### src/rtl/svr_pkg.sv
package svr_pkg;

  // ****************************************
  // clock and time base
  // ****************************************
  localparam int unsigned CLK_PERIOD_NS = 10;
  localparam int unsigned TICK_PERIOD_NS = 1000;
  // cycles per time-base tick, rounded up
  localparam int unsigned TICK_CYCLES = (TICK_PERIOD_NS + CLK_PERIOD_NS - 1) / CLK_PERIOD_NS;
  localparam int unsigned PRE_W = 7;
  localparam int unsigned CNT_W = 27;
  localparam longint unsigned NS_PER_US = 1000;
  localparam longint unsigned US_PER_MS = 1000;
  localparam longint unsigned US_PER_S = 1000000;

  // ****************************************
  // reset hold time options, least values
  // ****************************************
  localparam longint unsigned HOLD_D1_MIN_MS_X10 = 11;
  localparam longint unsigned HOLD_D2_MIN_MS_X10 = 88;
  localparam longint unsigned HOLD_D7_MIN_MS_X10 = 175;
  localparam longint unsigned HOLD_D8_MIN_MS = 35;
  localparam longint unsigned HOLD_D3_MIN_MS = 140;
  localparam longint unsigned HOLD_D5_MIN_MS = 280;
  localparam longint unsigned HOLD_D6_MIN_MS = 560;
  localparam longint unsigned HOLD_D4_MIN_MS = 1120;
  localparam longint unsigned TENTHS = 10;

  // ****************************************
  // watchdog periods and host kick width
  // ****************************************
  localparam longint unsigned WDG_START_MAX_S = 72;
  localparam longint unsigned WDG_NORM_TYP_MS = 1680;
  localparam int unsigned WDG_KICK_WIDTH_NS = 50;

  // ****************************************
  // input bit positions in the sync bank
  // ****************************************
  localparam int unsigned IN_W = 6;
  localparam int unsigned IN_PRI = 0;
  localparam int unsigned IN_SEC = 1;
  localparam int unsigned IN_AUX = 2;
  localparam int unsigned IN_MAN_N = 3;
  localparam int unsigned IN_KICK = 4;
  localparam int unsigned IN_OPEN = 5;
  localparam logic [IN_W-1:0] IN_RST_VAL = 6'h00;

  typedef enum logic [2:0] {
    SVR_HOLD_D1 = 3'h0,
    SVR_HOLD_D2 = 3'h1,
    SVR_HOLD_D3 = 3'h2,
    SVR_HOLD_D4 = 3'h3,
    SVR_HOLD_D5 = 3'h4,
    SVR_HOLD_D6 = 3'h5,
    SVR_HOLD_D7 = 3'h6,
    SVR_HOLD_D8 = 3'h7
  } svr_hold_opt_t;

  typedef enum logic [2:0] {
    SVR_ST_FAULT = 3'b001,
    SVR_ST_HOLD = 3'b010,
    SVR_ST_RUN = 3'b100
  } svr_state_t;

  // microseconds to ticks, least time rounds up
  function automatic longint unsigned us_up(input longint unsigned us);
    us_up = (us * NS_PER_US + TICK_PERIOD_NS - 1) / TICK_PERIOD_NS;
  endfunction

  // least hold time of each option in ticks
  function automatic logic [CNT_W-1:0] hold_ticks(input svr_hold_opt_t opt);
    longint unsigned us;
    us = 0;
    unique case (opt)
      SVR_HOLD_D1: us = HOLD_D1_MIN_MS_X10 * US_PER_MS / TENTHS;
      SVR_HOLD_D2: us = HOLD_D2_MIN_MS_X10 * US_PER_MS / TENTHS;
      SVR_HOLD_D3: us = HOLD_D3_MIN_MS * US_PER_MS;
      SVR_HOLD_D4: us = HOLD_D4_MIN_MS * US_PER_MS;
      SVR_HOLD_D5: us = HOLD_D5_MIN_MS * US_PER_MS;
      SVR_HOLD_D6: us = HOLD_D6_MIN_MS * US_PER_MS;
      SVR_HOLD_D7: us = HOLD_D7_MIN_MS_X10 * US_PER_MS / TENTHS;
      SVR_HOLD_D8: us = HOLD_D8_MIN_MS * US_PER_MS;
    endcase
    hold_ticks = CNT_W'(us_up(us));
  endfunction

  // watchdog start-up window, longest time rounds down
  localparam logic [CNT_W-1:0] WDG_START_TICKS =
    CNT_W'(WDG_START_MAX_S * US_PER_S * NS_PER_US / TICK_PERIOD_NS);
  localparam logic [CNT_W-1:0] WDG_NORM_TICKS =
    CNT_W'(WDG_NORM_TYP_MS * US_PER_MS * NS_PER_US / TICK_PERIOD_NS);

endpackage

### src/rtl/svr_sync_if.sv
`timescale 1ns/10ps
interface svr_sync_if #(
  parameter int unsigned W = 1
);
  logic [W-1:0] raw;
  logic [W-1:0] sync;
  modport sync_side (input raw, output sync);
  modport user (output raw, input sync);
endinterface

### src/rtl/svr_sync_bank.sv
`timescale 1ns/10ps
module svr_sync_bank #(
  parameter int unsigned W = 1,
  parameter logic [W-1:0] RST_VAL = '0
) (
  // clock and reset
  input wire logic clk_i,
  input wire logic rst_b_i,
  // raw inputs in, synchronised levels out
  svr_sync_if.sync_side bus
);

  logic [W-1:0] meta_reg;
  logic [W-1:0] sync_reg;

  // two flops per input, first read only by the second
  always_ff @(posedge clk_i or negedge rst_b_i) begin
    if (!rst_b_i) begin
      meta_reg <= RST_VAL;
      sync_reg <= RST_VAL;
    end else begin
      meta_reg <= bus.raw;
      sync_reg <= meta_reg;
    end
  end

  assign bus.sync = sync_reg;

endmodule

### src/rtl/svr_supervisor.sv
`timescale 1ns/10ps
// Behaviour
// - any supply, aux or manual fault, or watchdog expiry, drives reset low.
// - after all causes clear, reset stays low for the full hold time.
// - hold time is a build option; D1 1.1-2.2 ms, D2 8.8-17.6 ms.
// - further options D3 140-280, D5 280-560, D6 560-1120, D4 1120-2240 ms.
// - options D7 17.5-35 ms and D8 35-70 ms are selectable too.
// - first watchdog period after hold is a start-up window of at most 72 s.
// - normally a reset fires if no kick edge comes within 1.12-2.24 s.
// - watchdog count clears in reset and on each kick edge.
// - a fault during the hold time restarts the hold count from zero.
// - an unconnected kick input disables the watchdog entirely.
module svr_supervisor #(
  parameter svr_pkg::svr_hold_opt_t HOLD_OPT = svr_pkg::SVR_HOLD_D1,
  parameter logic [svr_pkg::CNT_W-1:0] HOLD_TICKS = svr_pkg::hold_ticks(HOLD_OPT),
  parameter logic [svr_pkg::CNT_W-1:0] WDG_START_TICKS = svr_pkg::WDG_START_TICKS,
  parameter logic [svr_pkg::CNT_W-1:0] WDG_NORM_TICKS = svr_pkg::WDG_NORM_TICKS,
  parameter logic [svr_pkg::PRE_W-1:0] TICK_CYCLES = svr_pkg::PRE_W'(svr_pkg::TICK_CYCLES)
) (
  // clock and power-on reset
  input wire logic clk_i,
  input wire logic rst_b_i,
  // fault flags from the comparators, high when below threshold
  input wire logic primary_supply_low_i,
  input wire logic secondary_supply_low_i,
  input wire logic aux_monitor_low_i,
  // manual reset, active low
  input wire logic manual_reset_in_n_i,
  // watchdog kick and its unconnected detector
  input wire logic watchdog_kick_in_i,
  input wire logic watchdog_open_i,
  // reset outputs to the host, active low
  output logic system_reset_out_n_o,
  output logic secondary_reset_out_n_o
);

  // ****************************************
  // input synchronisers
  // ****************************************
  svr_sync_if #(.W(svr_pkg::IN_W)) in_if ();

  assign in_if.raw[svr_pkg::IN_PRI] = primary_supply_low_i;
  assign in_if.raw[svr_pkg::IN_SEC] = secondary_supply_low_i;
  assign in_if.raw[svr_pkg::IN_AUX] = aux_monitor_low_i;
  assign in_if.raw[svr_pkg::IN_MAN_N] = manual_reset_in_n_i;
  assign in_if.raw[svr_pkg::IN_KICK] = watchdog_kick_in_i;
  assign in_if.raw[svr_pkg::IN_OPEN] = watchdog_open_i;

  svr_sync_bank #(
    .W(svr_pkg::IN_W),
    .RST_VAL(svr_pkg::IN_RST_VAL)
  ) u_sync (
    .clk_i(clk_i),
    .rst_b_i(rst_b_i),
    .bus(in_if.sync_side)
  );

  // ****************************************
  // decoded causes
  // ****************************************
  wire logic fault_now;
  wire logic kick_s;
  wire logic wd_open;
  logic kick_d_reg;
  wire logic kick_edge;

  // any level fault holds reset
  assign fault_now = in_if.sync[svr_pkg::IN_PRI] | in_if.sync[svr_pkg::IN_SEC] |
                     in_if.sync[svr_pkg::IN_AUX] | ~in_if.sync[svr_pkg::IN_MAN_N];
  assign kick_s = in_if.sync[svr_pkg::IN_KICK];
  assign wd_open = in_if.sync[svr_pkg::IN_OPEN];
  assign kick_edge = kick_s ^ kick_d_reg;

  // ****************************************
  // time base
  // ****************************************
  logic [svr_pkg::PRE_W-1:0] pre_reg;
  logic [svr_pkg::PRE_W-1:0] pre_next;
  wire logic tick;

  // one pulse every TICK_CYCLES clocks
  assign tick = (pre_reg == TICK_CYCLES - svr_pkg::PRE_W'(1));
  assign pre_next = tick ? '0 : pre_reg + svr_pkg::PRE_W'(1);

  always_ff @(posedge clk_i or negedge rst_b_i) begin
    if (!rst_b_i) begin
      pre_reg <= '0;
      kick_d_reg <= 1'b0;
    end else begin
      pre_reg <= pre_next;
      kick_d_reg <= kick_s;
    end
  end

  // ****************************************
  // reset sequencer
  // ****************************************
  svr_pkg::svr_state_t state_reg;
  svr_pkg::svr_state_t state_next;
  logic [svr_pkg::CNT_W-1:0] hold_cnt_reg;
  logic [svr_pkg::CNT_W-1:0] hold_cnt_next;
  logic [svr_pkg::CNT_W-1:0] wd_cnt_reg;
  logic [svr_pkg::CNT_W-1:0] wd_cnt_next;
  logic wd_first_reg;
  logic wd_first_next;
  logic rst_out_reg;
  wire logic in_hold;
  wire logic in_run;
  wire logic hold_done;
  wire logic [svr_pkg::CNT_W-1:0] wd_limit;
  wire logic wd_expire;

  assign in_hold = (state_reg == svr_pkg::SVR_ST_HOLD);
  assign in_run = (state_reg == svr_pkg::SVR_ST_RUN);

  // hold counts full ticks, so the first partial tick adds to it
  assign hold_done = in_hold & tick & (hold_cnt_reg == HOLD_TICKS);
  assign hold_cnt_next = !in_hold ? '0 :
                         tick ? hold_cnt_reg + svr_pkg::CNT_W'(1) : hold_cnt_reg;

  // start-up window until the first kick edge, then the normal period
  assign wd_limit = wd_first_reg ? WDG_START_TICKS : WDG_NORM_TICKS;
  assign wd_expire = in_run & tick & ~wd_open &
                     (wd_cnt_reg == wd_limit - svr_pkg::CNT_W'(1));
  assign wd_cnt_next = (!in_run || kick_edge) ? '0 :
                       tick ? wd_cnt_reg + svr_pkg::CNT_W'(1) : wd_cnt_reg;
  assign wd_first_next = !in_run ? 1'b1 : (kick_edge ? 1'b0 : wd_first_reg);

  // next state of the sequencer
  always_comb begin
    state_next = state_reg;
    unique case (state_reg)
      svr_pkg::SVR_ST_FAULT: begin
        if (!fault_now) begin
          state_next = svr_pkg::SVR_ST_HOLD;
        end
      end
      svr_pkg::SVR_ST_HOLD: begin
        if (fault_now) begin
          state_next = svr_pkg::SVR_ST_FAULT;
        end else if (hold_done) begin
          state_next = svr_pkg::SVR_ST_RUN;
        end
      end
      svr_pkg::SVR_ST_RUN: begin
        if (fault_now) begin
          state_next = svr_pkg::SVR_ST_FAULT;
        end else if (wd_expire) begin
          state_next = svr_pkg::SVR_ST_HOLD;
        end
      end
      default: begin
        state_next = svr_pkg::SVR_ST_FAULT;
      end
    endcase
  end

  // power-up starts in fault with counters clear
  always_ff @(posedge clk_i or negedge rst_b_i) begin
    if (!rst_b_i) begin
      state_reg <= svr_pkg::SVR_ST_FAULT;
      hold_cnt_reg <= '0;
      wd_cnt_reg <= '0;
      wd_first_reg <= 1'b1;
      rst_out_reg <= 1'b0;
    end else begin
      state_reg <= state_next;
      hold_cnt_reg <= hold_cnt_next;
      wd_cnt_reg <= wd_cnt_next;
      wd_first_reg <= wd_first_next;
      rst_out_reg <= (state_next == svr_pkg::SVR_ST_RUN);
    end
  end

  // both outputs follow the same internal reset
  assign system_reset_out_n_o = rst_out_reg;
  assign secondary_reset_out_n_o = rst_out_reg;
endmodule

### config.mk
export PLATFORM = sky130hd
export DESIGN_NAME = svr_supervisor
export DESIGN_NICKNAME = d
export VERILOG_FILES = /design/src/rtl/svr_pkg.sv /design/src/rtl/svr_sync_if.sv /design/src/rtl/svr_sync_bank.sv /design/src/rtl/svr_supervisor.sv
export SDC_FILE = /design/constraint.sdc
export NUM_CORES = 1
export LEC_CHECK = 0
export BUFFER_PORTS_ARGS = -buffer_cell sky130_fd_sc_hd__buf_4
export CAP_MARGIN = 20
export CELL_PAD_IN_SITES_DETAIL_PLACEMENT = 2
export CELL_PAD_IN_SITES_GLOBAL_PLACEMENT = 2
export CORE_UTILIZATION = 37
export DETAILED_ROUTE_END_ITERATION = 10
export PLACE_DENSITY = 0.73
export SKIP_LAST_GASP = 1
export SLEW_MARGIN = 20
export SYNTH_ARGS = -nofsm -noshare
export SYNTH_HDL_FRONTEND = slang
export SYNTH_SLANG_ARGS = --single-unit
### constraint.sdc
create_clock -name clk_i -period 1.92 [get_ports clk_i]
set_input_delay 0.288 -clock clk_i [delete_from_list [all_inputs] [get_ports clk_i]]
set_output_delay 0.288 -clock clk_i [all_outputs]
set_load 0.02 [all_outputs]
After elaboration in Yosys (flattened, before gate mapping)
Index checks and enable logic that the tools add are counted.
Widths: inputs -> output; s select.
{"block": "word_totals", "ff_bits": 79, "in_bits": 8, "out_inout_bits": 2, "wordCells": 50}
{"block": "op_classes", "addsub": 4, "eq_ne": 9, "n_mux": 14, "bitwise_logic": 11, "n_reduce_logical": 3}
{"op": "$mux 27", "n": 5}
{"op": "$add 27x1->27 const B", "n": 2}
{"op": "$eq 27x11->1 const B", "n": 1}
{"op": "$eq 27x27->1", "n": 1}
{"op": "$sub 27x1->27 const B", "n": 1}
{"op": "$mux 3", "n": 5}
{"op": "$pmux 3 s3", "n": 1}
{"op": "$add 7x1->7 const B", "n": 1}
{"op": "$eq 7x7->1 const B", "n": 1}
{"op": "$mux 7", "n": 1}
{"op": "$eq 3x3->1 const B", "n": 2}
{"op": "$and 1x1->1", "n": 5}
{"op": "$ne 2x2->1 const B", "n": 2}
{"op": "$eq 3x1->1 const B", "n": 1}
{"op": "$eq 3x2->1 const B", "n": 1}
{"op": "$or 1x1->1", "n": 3}
{"op": "$mux 1", "n": 2}
{"op": "$not 1->1", "n": 2}
{"op": "$reduce_bool 2->1", "n": 1}
{"op": "$logic_not 1->1", "n": 1}
{"op": "$logic_or 1x1->1", "n": 1}
{"op": "$xor 1x1->1", "n": 1}

Depth between registers and ports, before layout
{"block": "depth", "word_depth": 8, "mapped_depth": 8, "depth_no_buf": 7}

Hierarchy
Synthesis repeated with hierarchy kept, for this count alone.
{"block": "hier_totals", "hier_cells": 371, "area_unflattened_um2": 3746.1}
{"mod": "svr_supervisor", "instances": 1, "cells_each": 359, "area_each_um2": 3445.8, "seq_area_each_um2": 1679.1}
{"mod": "svr_sync_bank", "instances": 1, "cells_each": 12, "area_each_um2": 300.3, "seq_area_each_um2": 300.3}

Least setup slack after synthesis
OpenSTA, ideal clock, no wires.
{"block": "synth_timing", "path_kind": "register to register", "startpoint": "register pre_reg[0] in the netlist's numbering", "endpoint": "register state_reg[1]", "setup_time_ns": 0.119, "arrival_time_ns": 1.822, "t_required_ns": 1.801, "path_slack_ns": -0.021, "path_stages_with_launch": 8, "path_cell_list": "dfrtp_1 ha_1 nand4bb_4 buf_6 or3_1 o311ai_1 a21oi_1 o21a_1"}
{"block": "synth_via", "elab_chain_len": 7, "elab_cells_between_ends": 11}
{"item": "from (decl)", "line_no": "svr_supervisor.sv:77", "text": "logic [svr_pkg::PRE_W-1:0] pre_reg;"}
{"item": "from (signal assigned)", "line_no": "svr_supervisor.sv:90", "text": "pre_reg <= pre_next;"}
{"item": "$eq 7x7->1 (*)", "line_no": "svr_supervisor.sv:82", "text": "assign tick = (pre_reg == TICK_CYCLES - svr_pkg::PRE_W'(1));"}
{"item": "$and 1x1->1 (3 in a row)", "line_no": "svr_supervisor.sv:123", "text": "assign wd_expire = in_run & tick & ~wd_open &"}
{"item": "$mux 3", "line_no": "svr_supervisor.sv:148", "text": "end else if (wd_expire) begin"}
{"item": "$mux 3", "line_no": "svr_supervisor.sv:146", "text": "if (fault_now) begin"}
{"item": "$pmux 3 s3 (*)", "line_no": "svr_supervisor.sv:132", "text": "unique case (state_reg)"}
{"item": "via state_next[1]", "line_no": "svr_supervisor.sv:99", "text": "svr_pkg::svr_state_t state_next;"}
{"item": "to (signal assigned)", "line_no": "svr_supervisor.sv:161", "text": "state_reg <= svr_pkg::SVR_ST_FAULT;"}
{"item": "to (signal assigned)", "line_no": "svr_supervisor.sv:167", "text": "state_reg <= state_next;"}
{"item": "to (decl)", "line_no": "svr_supervisor.sv:98", "text": "svr_pkg::svr_state_t state_reg;"}
Mark *: on every way through the listed nets, which the timed path passes. The rest lies on a longest branch.
A chain may end at the register's enable or synchronous reset.

Worst setup path after layout
{"block": "layout_timing", "startpoint": "register pre_reg[1] in the netlist's numbering", "endpoint": "register hold_cnt_reg[26] in the netlist's numbering"}
{"block": "layout_via", "elab_chain_len": 2}
{"item": "$eq 7x7->1", "line_no": "svr_supervisor.sv:82"}
{"item": "$ne 2x2->1 (no line)"}
{"item": "to (signal assigned)", "line_no": "svr_supervisor.sv:168", "text": "hold_cnt_reg <= hold_cnt_next;"}
{"item": "to (decl)", "line_no": "svr_supervisor.sv:100", "text": "logic [svr_pkg::CNT_W-1:0] hold_cnt_reg;"}
Every way passes these cells.

==> summary.txt <==
Route
  – Drt pass-1 iters: 4
  – Final antenna-violating net count: 0
  – DRC viols: 0
  – DR vias/cell: around 5.4
  – DR vias: roughly 3000
  – DRT Wirelength: approximately 11000 um
  – Routed len/inst: 18.9 um
  – DRT iter0 DRCs: 68

Power
  – Leak Pwr: 0.00198 uW
  – Pwr per Cell Area: 651 nW/um^2
  – Peak supply drop: 0.302 mV

Layout
  – Final Cell Area: 4670 sq um
  – Diodes inserted: 0
  – Layout area overhead: 22.4%
  – Post-layout net count: 430
  – Layout cell share with drive strength beyond 1: 22.0%
  – Fin util: between 40% and 50%
  – Final std cells w/o fill: 556

Synthesis
  – Primary FF master, synth: dfrtp_1
  – Yosys warnings: 0
  – Synth area leader: dfrtp_1
  – Top-count cell post-synth: dfrtp_1
  – Share of Yosys cell area claimed by the top area cell type: ~51%
  – Post-synth cell types: 42
  – Top cells by count, synth: dfrtp_1 (77), nor2_1 (53), xor2_1 (37)
  – Synthesized flop and latch total: just under 80
  – Register area share after synthesis: 51.9%
  – Syn nets: 379
  – Post-Synthesis Cells: 367
  – Post-synth ARST share: 100%
  – Largest cells by area after synthesis: dfrtp_1 (51%), xor2_1 (8.5%), nor2_1 (5.2%)
  – Post-synthesis cell area: ~3800 sq um
  – Mean Syn Cell Area: approximately 10 sq um
  – Post-synth EDFFs: 0

STA
  – RSZ-0062 raised after global routing: true
  – Final worst path period share: 101%
  – Max-slew violation count: 0
  – Minimum clock period: 1940 ps
  – Final hold vios: 0
  – Clock skew: 15.6 ps
  – Slew HR: 56.6%
  – Setup_tns: -24.6 ps
  – Setup Viol. Count Final: 2
  – Setup ws final: -17.3 ps
  – Max Freq: 0.516 GHz
  – Tightest Pin Transition: 643 ps

Setup path
  – CP max FO: 5
  – Critical Path RT: 2220 ps
  – CP max stage delay: approximately 500 ps
  – Setup crit end kind: flip-flop
  – Crit-path slowest cell: or4_1
  – Worst Path Arrival: 2230 ps
  – WP depth: 6
  – Family with the most delay on the worst path: simple AND/OR/NAND/NOR gates
  – Cell chain of the critical path: ha_4, nand4bb_4, nor4_4, nand2_2, or4_1, nand2_1
  – Setup Crit Path Kind: flip-flop to flip-flop
  – CP Buf/Inv Count: 0
  – Worst setup SP type: flip-flop
  – Worst reg-to-reg path cell count: 6

Clocking
  – Number of CTS-inserted buffers: 9
  – CTS sink cnt: 79
  – Buffer levels on the longest clock path: 2
  – H-tree depth: 3
  – Clock-pin slew on the worst setup and hold paths: approximately 80 ps
  – Worst-skew pair later-pin latency: 360 ps
  – Root Buffer: clkbuf_8
  – TritonCTS clock tree: yes

Die
  – Ports: 10
  – Starting Density: 38.7%
  – Die height: 104 um
  – Area of the die: 10700 sq um
  – Die X-Extent: 104 um
  – Core Area: 9860 sq um
  – # rows: 36

GRT
  – Total Routing Usage GR: 20.6%
  – Vias in the first global route: approximately 3400
  – Initial antenna violation count: 0
  – First-pass GRT wire length: 17400 um
  – Grt total ovfl: 0
  – Largest net degree at the start of global routing: 80

Run status
  – Status: finished with violations
  – Failing checks: negative setup slack

Placed design
  – RD Place Congestion: 0.752
  – HPWL Detailed: ~7000 um
  – Number of placed cells counting well taps: 535
  – IO Port Bufs: 9
  – Pre-CTS WS: -48.5 ps
  – Post-DP Area: 4320 sq um

Min path
  – Worst Hold Class: input pin to flip-flop
  – Hold Crit Depth: 1

Flow run
  – Max Cap Viol: 0
[placed cells by master (no fill, tap or decap), types with 4 or more instances in the layout]
master	n
dfrtp_1	77
nor2_1	52
buf_4	47
xor2_1	37
nand2_1	27
nand4_1	20
nand3_1	19
and3_1	16
xnor2_1	14
clkbuf_8	10
and4_1	8
and2_1	6
o211ai_1	6
inv_1	5
a21oi_1	5
nor4_4	5
or4_1	5
nand4b_1	4
nor3_1	4
[through the flow]
step	total power, uW	hold WS, ps
2_1_floorplan	1720	-7.59
3_3_place_gp	1780	332
3_5_place_dp	1780	336
4_1_cts	3080	22.9
5_1_grt	3170	3.61
6_report	3040	33.8
[power by group]
group / total [uW] / internal (uW) / switching (uW)
logic: 60.2 / 19.6 / 40.6
registers: 1680 / 1680 / 6.28
clock network: 1290 / 643 / 651
total: 3040 / 2340 / 698
[layout make-up]
class                           instances  area [sq um]
Timing Repair Buffer                   53           439
Multi-Input combinational cell        270          1860
Inverter                                5          18.8
Tap cell                              133           166
Fill cell                            1030          5190
Clock inverter                          6          68.8
Sequential cell                        79          1980
Clock buffer                           10           138
[kinds of logic after synthesis]
kind of cell	Yosys count	synth area share (%)
and+or+nand+nor	192	28.7
muxes	2	0.525
adders and majority gates	4	1.31
DFF	79	51.9
buffers and inverters	19	2.46
xor gates and xnor gates	51	11.7
AOI/OAI and AO/OA	20	3.44
[timing repair]
item,in CTS,in global routing
pin swaps,0,6
hold buffers,1,0
gates resized for setup,3,15
endpoints found under the hold margin,77,0
setup endpoints to repair,15,33
setup buffers,1,1
cloned,1,1
[routing by layer]
layer  track usage (%)  up-vias  share of wire, %
met2              37.2       38                53
met3              4.28       15               2.7
met5                 0        -                 0
met1              24.5     1548                43
li1                  -     1393                 -
met4              6.42        0               1.3
[final timing paths]
path | start | slack, ps | to
max | pre_reg[1] | -20 | hold_cnt_reg[26]
min in group asynchronous | rst_b_i | 480 | hold_cnt_reg[11]
min reg2reg | u_sync.meta_reg[3] | 360 | u_sync.bus.sync[3]
max reg2reg | pre_reg[1] | -20 | hold_cnt_reg[26]
min | watchdog_open_i | 30 | u_sync.meta_reg[5]
max in group asynchronous | rst_b_i | 1050 | state_reg[0]
Power figures use the tool's default switching activity.
